==> src/hw/sar_params.svh <==
// constants for the converter readout link
`ifndef SAR_PARAMS_SVH
`define SAR_PARAMS_SVH
`define SAR_WORD_BITS 18
`define SAR_MSB 17
`define SAR_CLK_PERIOD_NS 20
`define SAR_CONV_TIME_NS 1100
`define SAR_CNT_W 6
`define SAR_CONV_LAST (6'((`SAR_CONV_TIME_NS / `SAR_CLK_PERIOD_NS) - 1))
`define SAR_ABORT_CODE 18'h3fc00
`define SAR_RESULT_RST 18'h00000
`define SAR_BIT_W 5
`define SAR_LAST_SHIFT 5'h10
`define SAR_SCLK_MAX_KHZ 40000
`define SAR_SCLK_HALF_NS 160
`define SAR_SCLK_HALF (6'((`SAR_SCLK_HALF_NS + `SAR_CLK_PERIOD_NS - 1) / `SAR_CLK_PERIOD_NS - 1))
`define SAR_CTRL_CYCLES 6'h03
`define SAR_DEV_SYNC_RST 4'hf
`define SAR_I_CONV 3
`define SAR_I_CS 2
`define SAR_I_FS 1
`define SAR_I_SCLK 0
`define SAR_I_BUSY 1
`define SAR_I_SDO 0
`endif

==> src/hw/sar_pkg.sv <==
// shared types for the converter readout link
`include "sar_params.svh"
package sar_pkg;
  typedef logic [`SAR_MSB:0] sar_word_t;
  typedef enum logic [1:0] {RD_IDLE, RD_WAIT_GO, RD_WAIT_FALL, RD_SHIFT} sar_rd_state_t;
  typedef enum logic [3:0] {
    H_IDLE, H_SEL, H_CONV, H_BUSY_HI, H_BUSY_LO, H_FS_HI, H_SETUP, H_SCK_LO, H_SCK_HI
  } sar_host_state_t;
endpackage

==> src/hw/sar_link_if.sv <==
// pin-level link between converter and host
`timescale 1ns/10ps
interface sar_link_if;
  logic conversion_start_n;
  logic cs_n;
  logic frame_sync_select;
  logic sclk;
  logic sdo;
  logic busy;
  modport dev (
    input conversion_start_n,
    input cs_n,
    input frame_sync_select,
    input sclk,
    output sdo,
    output busy
  );
  modport host (
    output conversion_start_n,
    output cs_n,
    output frame_sync_select,
    output sclk,
    input sdo,
    input busy
  );
endinterface

==> src/hw/sar_pair_fifo.sv <==
// two-entry word buffer with valid/ready on both sides
`timescale 1ns/10ps
module sar_pair_fifo (
  input wire logic ref_clk_i,
  input wire logic rst_i,
  input wire logic in_valid_i,
  output logic in_ready_o,
  input wire sar_pkg::sar_word_t in_data_i,
  output logic out_valid_o,
  input wire logic out_ready_i,
  output sar_pkg::sar_word_t out_data_o
);
  import sar_pkg::*;
  sar_word_t mem_q [0:1];
  logic wr_q;
  logic rd_q;
  logic [1:0] cnt_q;
  logic push;
  logic pop;

  assign in_ready_o = (cnt_q != 2'h2);
  assign out_valid_o = (cnt_q != 2'h0);
  assign push = in_valid_i && in_ready_o;
  assign pop = out_valid_o && out_ready_i;
  assign out_data_o = mem_q[rd_q];

  always_ff @(posedge ref_clk_i) begin
    if (push) begin
      mem_q[wr_q] <= in_data_i;
    end
  end

  always_ff @(posedge ref_clk_i) begin
    if (rst_i) begin
      wr_q <= 1'b0;
      rd_q <= 1'b0;
      cnt_q <= 2'h0;
    end else begin
      if (push) begin
        wr_q <= ~wr_q;
      end
      if (pop) begin
        rd_q <= ~rd_q;
      end
      if (push && !pop) begin
        cnt_q <= cnt_q + 2'h1;
      end else if (pop && !push) begin
        cnt_q <= cnt_q - 2'h1;
      end
    end
  end
endmodule

==> src/hw/sar_adc_host.sv <==
// host end: starts conversions, reads words, buffers them
`timescale 1ns/10ps
`include "sar_params.svh"
module sar_adc_host (
  input wire logic ref_clk_i,
  input wire logic rst_i,
  sar_link_if.host link,
  input wire logic start_i,
  input wire logic fs_mode_i,
  output logic start_ready_o,
  output sar_pkg::sar_word_t word_o,
  output logic word_valid_o,
  input wire logic word_ready_i
);
  import sar_pkg::*;

  ////////////////////////////////////////////////////////////////////////
  // busy and data synchronisers
  logic [1:0] s1_q;
  logic [1:0] s2_q;
  logic busy_s;
  logic sdo_s;

  always_ff @(posedge ref_clk_i) begin
    if (rst_i) begin
      s1_q <= 2'h0;
      s2_q <= 2'h0;
    end else begin
      s1_q <= {link.busy, link.sdo};
      s2_q <= s1_q;
    end
  end

  assign busy_s = s2_q[`SAR_I_BUSY];
  assign sdo_s = s2_q[`SAR_I_SDO];

  ////////////////////////////////////////////////////////////////////////
  // control sequencer
  sar_host_state_t st_q;
  logic [`SAR_CNT_W-1:0] tmr_q;
  logic [`SAR_BIT_W-1:0] nb_q;
  logic mode_q;
  logic cs_q;
  logic conv_q;
  logic fs_q;
  logic sck_q;
  logic push_q;
  sar_word_t w_q;
  logic buf_ready;
  logic tmr_done;

  assign tmr_done = (tmr_q == '0);

  always_ff @(posedge ref_clk_i) begin
    if (rst_i) begin
      st_q <= H_IDLE;
      tmr_q <= '0;
      nb_q <= '0;
      mode_q <= 1'b0;
      cs_q <= 1'b1;
      conv_q <= 1'b1;
      fs_q <= 1'b1;
      sck_q <= 1'b1;
      push_q <= 1'b0;
      w_q <= `SAR_RESULT_RST;
    end else begin
      push_q <= 1'b0;
      if (!tmr_done) begin
        tmr_q <= tmr_q - 1'b1;
      end
      case (st_q)
        H_IDLE: begin
          fs_q <= !fs_mode_i;
          mode_q <= fs_mode_i;
          if (start_i && buf_ready) begin
            cs_q <= 1'b0;
            tmr_q <= `SAR_CTRL_CYCLES;
            st_q <= H_SEL;
          end
        end
        H_SEL: begin
          if (tmr_done) begin
            conv_q <= 1'b0;
            tmr_q <= `SAR_CTRL_CYCLES;
            st_q <= H_CONV;
          end
        end
        H_CONV: begin
          if (tmr_done) begin
            conv_q <= 1'b1;
            cs_q <= 1'b1;
            st_q <= H_BUSY_HI;
          end
        end
        H_BUSY_HI: begin
          if (busy_s) begin
            st_q <= H_BUSY_LO;
          end
        end
        H_BUSY_LO: begin
          if (!busy_s) begin
            cs_q <= 1'b0;
            fs_q <= 1'b1;
            // spi: loaded msb must pass the device syncs and ours first
            tmr_q <= mode_q ? `SAR_CTRL_CYCLES : `SAR_SCLK_HALF;
            st_q <= mode_q ? H_FS_HI : H_SETUP;
          end
        end
        H_FS_HI: begin
          if (tmr_done) begin
            fs_q <= 1'b0;
            tmr_q <= `SAR_SCLK_HALF;
            st_q <= H_SETUP;
          end
        end
        H_SETUP: begin
          if (tmr_done) begin
            sck_q <= 1'b0;
            w_q <= {w_q[`SAR_MSB-1:0], sdo_s};
            nb_q <= 5'h01;
            tmr_q <= `SAR_SCLK_HALF;
            st_q <= H_SCK_LO;
          end
        end
        H_SCK_LO: begin
          if (tmr_done) begin
            sck_q <= 1'b1;
            tmr_q <= `SAR_SCLK_HALF;
            st_q <= H_SCK_HI;
          end
        end
        H_SCK_HI: begin
          if (tmr_done && nb_q == 5'(`SAR_WORD_BITS)) begin
            cs_q <= 1'b1;
            fs_q <= !mode_q;
            push_q <= 1'b1;
            st_q <= H_IDLE;
          end else if (tmr_done) begin
            sck_q <= 1'b0;
            w_q <= {w_q[`SAR_MSB-1:0], sdo_s};
            nb_q <= nb_q + 1'b1;
            tmr_q <= `SAR_SCLK_HALF;
            st_q <= H_SCK_LO;
          end
        end
        default: begin
          st_q <= H_IDLE;
        end
      endcase
    end
  end

  assign link.cs_n = cs_q;
  assign link.conversion_start_n = conv_q;
  assign link.frame_sync_select = fs_q;
  assign link.sclk = sck_q;
  assign start_ready_o = (st_q == H_IDLE) && buf_ready;

  ////////////////////////////////////////////////////////////////////////
  // received words wait here until the user takes them
  sar_pair_fifo u_buf (
    .ref_clk_i(ref_clk_i),
    .rst_i(rst_i),
    .in_valid_i(push_q),
    .in_ready_o(buf_ready),
    .in_data_i(w_q),
    .out_valid_o(word_valid_o),
    .out_ready_i(word_ready_i),
    .out_data_o(word_o)
  );
endmodule

==> src/flat_wrapper.sv <==
// flat-port wrapper written by rule: the top's interface ports become plain ports
module sar_adc_host_flat import sar_pkg::*;
  (ref_clk_i, rst_i, start_i, fs_mode_i, start_ready_o, word_o, word_valid_o, word_ready_i, link_conversion_start_n, link_cs_n, link_frame_sync_select, link_sclk, link_sdo, link_busy);
  sar_link_if link_i ();
  input wire logic ref_clk_i;
  input wire logic rst_i;
  input wire logic start_i;
  input wire logic fs_mode_i;
  output logic start_ready_o;
  output sar_pkg::sar_word_t word_o;
  output logic word_valid_o;
  input wire logic word_ready_i;
  output wire logic [$bits(link_i.conversion_start_n)-1:0] link_conversion_start_n;
  output wire logic [$bits(link_i.cs_n)-1:0] link_cs_n;
  output wire logic [$bits(link_i.frame_sync_select)-1:0] link_frame_sync_select;
  output wire logic [$bits(link_i.sclk)-1:0] link_sclk;
  input wire logic [$bits(link_i.sdo)-1:0] link_sdo;
  input wire logic [$bits(link_i.busy)-1:0] link_busy;
  assign link_conversion_start_n = link_i.conversion_start_n;
  assign link_cs_n = link_i.cs_n;
  assign link_frame_sync_select = link_i.frame_sync_select;
  assign link_sclk = link_i.sclk;
  assign link_i.sdo = link_sdo;
  assign link_i.busy = link_busy;
  sar_adc_host u_core (.ref_clk_i(ref_clk_i), .rst_i(rst_i), .link(link_i), .start_i(start_i), .fs_mode_i(fs_mode_i), .start_ready_o(start_ready_o), .word_o(word_o), .word_valid_o(word_valid_o), .word_ready_i(word_ready_i));
endmodule
==> config.mk <==
export PLATFORM = sky130hd
export DESIGN_NAME = sar_adc_host_flat
export DESIGN_NICKNAME = d
export VERILOG_FILES = /design/src/hw/sar_pkg.sv /design/src/hw/sar_link_if.sv /design/src/hw/sar_pair_fifo.sv /design/src/hw/sar_adc_host.sv /design/src/flat_wrapper.sv
export VERILOG_INCLUDE_DIRS = /design/src /design/src/hw
export SDC_FILE = /design/constraint.sdc
export NUM_CORES = 1
export LEC_CHECK = 0
export ABC_AREA = 1
export BUFFER_PORTS_ARGS = -buffer_cell sky130_fd_sc_hd__buf_4
export CAP_MARGIN = 25
export CORE_UTILIZATION = 42
export CTS_CLUSTER_DIAMETER = 60
export DETAILED_ROUTE_END_ITERATION = 12
export SYNTH_ARGS = -nofsm -noshare
export SYNTH_HDL_FRONTEND = slang
export SYNTH_HIERARCHICAL = 1
export SYNTH_SLANG_ARGS = --single-unit
==> constraint.sdc <==
create_clock -name ref_clk_i -period 3.2 [get_ports ref_clk_i]
set_clock_uncertainty 0.15 [all_clocks]
set_input_delay 0.96 -clock ref_clk_i [delete_from_list [all_inputs] [get_ports ref_clk_i]]
set_output_delay 0.96 -clock ref_clk_i [all_outputs]
set_load 0.005 [all_outputs]
# Word level (Yosys, flattened, before mapping)
# Memory sizes are Yosys's and may differ from the RTL's. A register that Yosys moved wholly into a read port is not among the register bits.
# Cells that the tools add are included.
[totals]
input_bits = 7
ram_bits = 36
n_memories = 1
reg_bits = 47
output_inout_bits = 24
[classes]
n_addsub = 4
bitwise = 3
eq_ne = 21
mux = 46
reduce_logical = 29
[mem_list]
columns = ["memory", "depth", "width", "rd", "rd_ports_with_merged_regs", "write_ports", "line_no", "text"]
rows = [
  ["u_core.u_buf.mem_q", 2, 18, 1, 1, 1, "sar_pair_fifo.sv:14", "sar_word_t mem_q [0:1];"],
]
[ops]
columns = ["cell", "count"]
rows = [
  ["$mux W18", 2],
  ["$mux W4", 9],
  ["$mux W6", 6],
  ["$pmux W18 S2", 1],
  ["$pmux W4 S9", 1],
  ["$pmux W6 S5", 1],
  ["$ne A2 B1 Y1 const B", 9],
  ["$eq A4 B3 Y1 const B", 4],
  ["$mux W5", 3],
  ["$mux W1", 14],
  ["$pmux W5 S2", 1],
  ["$eq A4 B2 Y1 const B", 2],
  ["$pmux W1 S4", 2],
  ["$reduce_and A4 Y1", 2],
  ["$reduce_bool A2 Y1", 4],
  ["$reduce_bool A4 Y1", 2],
  ["$logic_and A1 B1 Y1", 7],
  ["$reduce_and A7 Y1", 1],
  ["$logic_not A6 Y1", 1],
  ["$mux W2", 3],
  ["$ne A2 B2 Y1 const B", 3],
  ["$reduce_and A3 Y1", 2],
  ["$sub A6 B1 Y6 const B", 1],
  ["$add A5 B1 Y5 const B", 1],
  ["16 further kinds", 21],
]

# Depth between registers and ports, before layout
[depth]
ltp_word = 6
ltp_mapped = 11
mapped_depth_nobuf = 11

# Hierarchy
# The synthesis kept the hierarchy.
[by_module_without_submodules]
columns = ["module", "seq_area_each_um2", "cells_each", "instances", "area_each_um2"]
rows = [
  ["sar_adc_host", 860.8, 309, 1, 2303.5],
  ["sar_pair_fifo", 1181.1, 93, 1, 1591.5],
]

# Least setup slack after synthesis
# Ideal clock, no wire load.
[synth_timing]
kind = "register to output"
from = "register with a tool-made name"
to = "output port word_o[10]"
stages_incl_launch_ff = 4
slack_ns = 1.218
n_path_buf = 2
arrival_time_ns = 0.872
path_cell_list = "dfxtp_1 buf_6 buf_12 mux2_4"
[synth_rtl]
columns = ["element", "line_no", "text"]
rows = [
  ["end: declaration", "flat_wrapper.sv:10", "output sar_pkg::sar_word_t word_o;"],
]

==> flow_summary.yaml <==
yosys:
  syn-cell-area_um2: 3890
  yosysSeqAreaShare_pct: 52.4
  synth_edf_count: 36
  synth_cell_types: 38
  synth_top_area_share_pct: 27.8
  synthFlopType: "dfxtp_1"
  synth_most_common_cell: "nand2_1"
  synth_top_cells_by_count: "nand2_1 (86), dfxtp_1 (48), nor2_1 (45)"
  synthCells: 402
  synth_area_leaders: "edfxtp_1 (28%), dfxtp_1 (25%), nand2_1 (8.3%)"
  syn_nets: 415
  synth_warnings: 6
  synthArstFlopShare_pct: 0
  synth.avg_cell_area_um2: 9.69
  synth_top_area_cell: "edfxtp_1"
  synth_seq_cells: 84
clock_network:
  numCtsBuffers: 9
  cts.sinks: 84
  htree_levels: 3
  worstSkewPairLatency_ns: 0.35
  cts.path.max_buffers: 2
  tritoncts: "yes"
  post-cts-setup-buffer-count: 0
  cts_resized: 0
  cts-root-buf: "clkbuf_8"
  clkTransAtPathRegs_ns: 0.09
  ctsHoldBuffers: 0
run_status:
  outcome: "completed"
cells_and_area:
  stdcell_count: 550
  ff_latch_area_um2: 2040
  utilization_pct: 49.4
  fillerInstances: 855
  layout.nets: 450
  multiInputGateArea_um2: 1610
  synthToLayoutAreaGrowth_pct: 12.3
  antenna_cells: 0
  drive_gt1_share_pct: 28.3
global_routing:
  grt_pass1_vias: 2575
  grt_pass1_wl_mm: 12.0
  antenna_found_initial: 0
  grtUsageTotal_pct: 15.5
  overflow: 0
  grt_max_degree: 33
detailed_routing:
  routed_wl_mm: 6.83
  wl_per_cell_um: 12.4
  ant_nets: 0
  first_pass_iters: 6
  num_vias: 2652
  vias_per_cell: 4.82
  drt_iter0_drc: 88
  drc: 0
critical_path:
  start_kind: "register"
  path_class: "register to output pin"
  arrival_ns: 1.45
  reg2reg_from: "u_core/tmr_q[0]"
  required_ns: 2.09
  path_max_fanout: 18
  critPathCaptureType: "output pin"
  ff2ff_path_depth: 9
pwr:
  power.density_nw_per_um2: 662
  power.leakage_uw: 0.00173
  peakVddDrop_uv: 638
sta:
  tns_ns: 0
  drv_slew: 0
  tightest_slew_ns: 0.475
  post-route-period-util_pct: 80.0
  hold_viol_final: 0
  period_needed_ns: 2.56
  setup_viol: 0
  max_freq_ghz: 0.391
  slew_headroom_pct: 68.3
  rsz0062_at_grt: "false"
placement:
  place.gp.congestion: 0.902
  port_buffers: 30
  place_inst: 534
  place.detailed.hpwl_mm: 4.73
die:
  dieArea_um2: 9660
  ioPinCount: 31
  core_area_um2: 8850
  die_h_um: 98.3
  dieWidth_um: 98.3
  start_util_pct: 44.0
  rows: 34
worst_hold_path:
  min_path_type: "register to register"
  hp-start: "u_core/s1_q[1]"
  min_delay_path_depth: 2
flow_run:
  drv_cap: 0
-- critical path, cell delays in order, from the launching register on --
cell and delay, ns:
dfxtp_1 0.31, buf_4 0.27, mux2_2 0.38, buf_4 0.14
-- cells in the final DEF (no fill, tap or decap), types with 8 or more instances in the layout --
cell type / count
dfxtp_1: 48
edfxtp_1: 36
clkbuf_8: 9
nand2_1: 86
mux2_4: 10
nor2_1: 45
buf_4: 34
inv_1: 30
a21oi_2: 19
nand3_1: 22
nand2_2: 23
mux2_2: 8
a21oi_1: 12
o21ai_0: 11
-- sequential cells by signal, summed over array words and instances, names as in the netlist, named ones only --
register and count:
u_core/nb_q 5, u_core/link.conversion_start_n 1, u_core/u_buf/cnt_q 2, u_core/tmr_q 6
u_core/link.cs_n 1, u_core/w_q 18, u_core/link.sclk 1, u_core/u_buf/rd_q 1
u_core/push_q 1, u_core/u_buf/mem_q 36, u_core/u_buf/wr_q 1, u_core/link.frame_sync_select 1
u_core/mode_q 1, u_core/s1_q 2, u_core/s2_q 2, u_core/st_q 4
-- path summary, 6_finish.rpt --
| kind | endpoint | slack (ns) |
|---|---|---|
| setup / recovery | word_o[15] | 0.64 |
| hold reg to reg | u_core/s2_q[1] | 0.26 |
| setup reg to reg | u_core/w_q[9] | 1.10 |
| hold / removal | u_core/s2_q[1] | 0.26 |
-- cell families (layout without fill, tap and decap cells) --
kind of cell	count (synthesis)	count (layout)	share of synthesized area, %
flip-flops	84	84	52.4
buffers and inverters	46	86	6.30
AND/OR/NAND/NOR	198	198	24.3
XOR/XNOR	5	5	1.12
multiplexers	18	18	6.17
AO/OA/AOI/OAI	45	45	7.77
adder cells (fa/ha/maj)	6	6	1.93
-- where the power goes --
group	total (uW)	switching, uW	leakage (uW)	internal, uW
combinational	887	532	0.000908	355
sequential	1250	66.7	0.000724	1180
clock	758	394	0.0000952	365
total	2900	993	0.00173	1900
-- per-stage QoR --
stage                     cell area, um2  power [uW]  hold WS (ns)  setup slack, ns
final                               4370        2900         0.256            0.640
after CTS                           4370        2940         0.259            0.607
after global placement              4180        2160         0.240             1.01
after floorplan                     3890        1970         0.238             1.22
after detailed placement            4180        2170         0.245             1.01
after global routing                4370        3100         0.278            0.543
-- layout make-up --
class,instances,share of cell area [%]
sequential,84,46.7
clock buffer,9,2.83
timing repair buffer,34,5.84
inverter,36,3.09
clock inverter,7,1.69
tap,108,3.09
multi-input combinational,272,36.8
-- routing by layer --
layer / track usage, % / up-vias / share of wire, %
met5: 0 / - / 0
met1: 19.4 / 1208 / 48
met3: 2.43 / 11 / 2.7
met4: 6.20 / 0 / 1.7
li1: - / 1388 / -
met2: 26.8 / 45 / 47
Note: power is estimated with default switching activity, not from simulation.
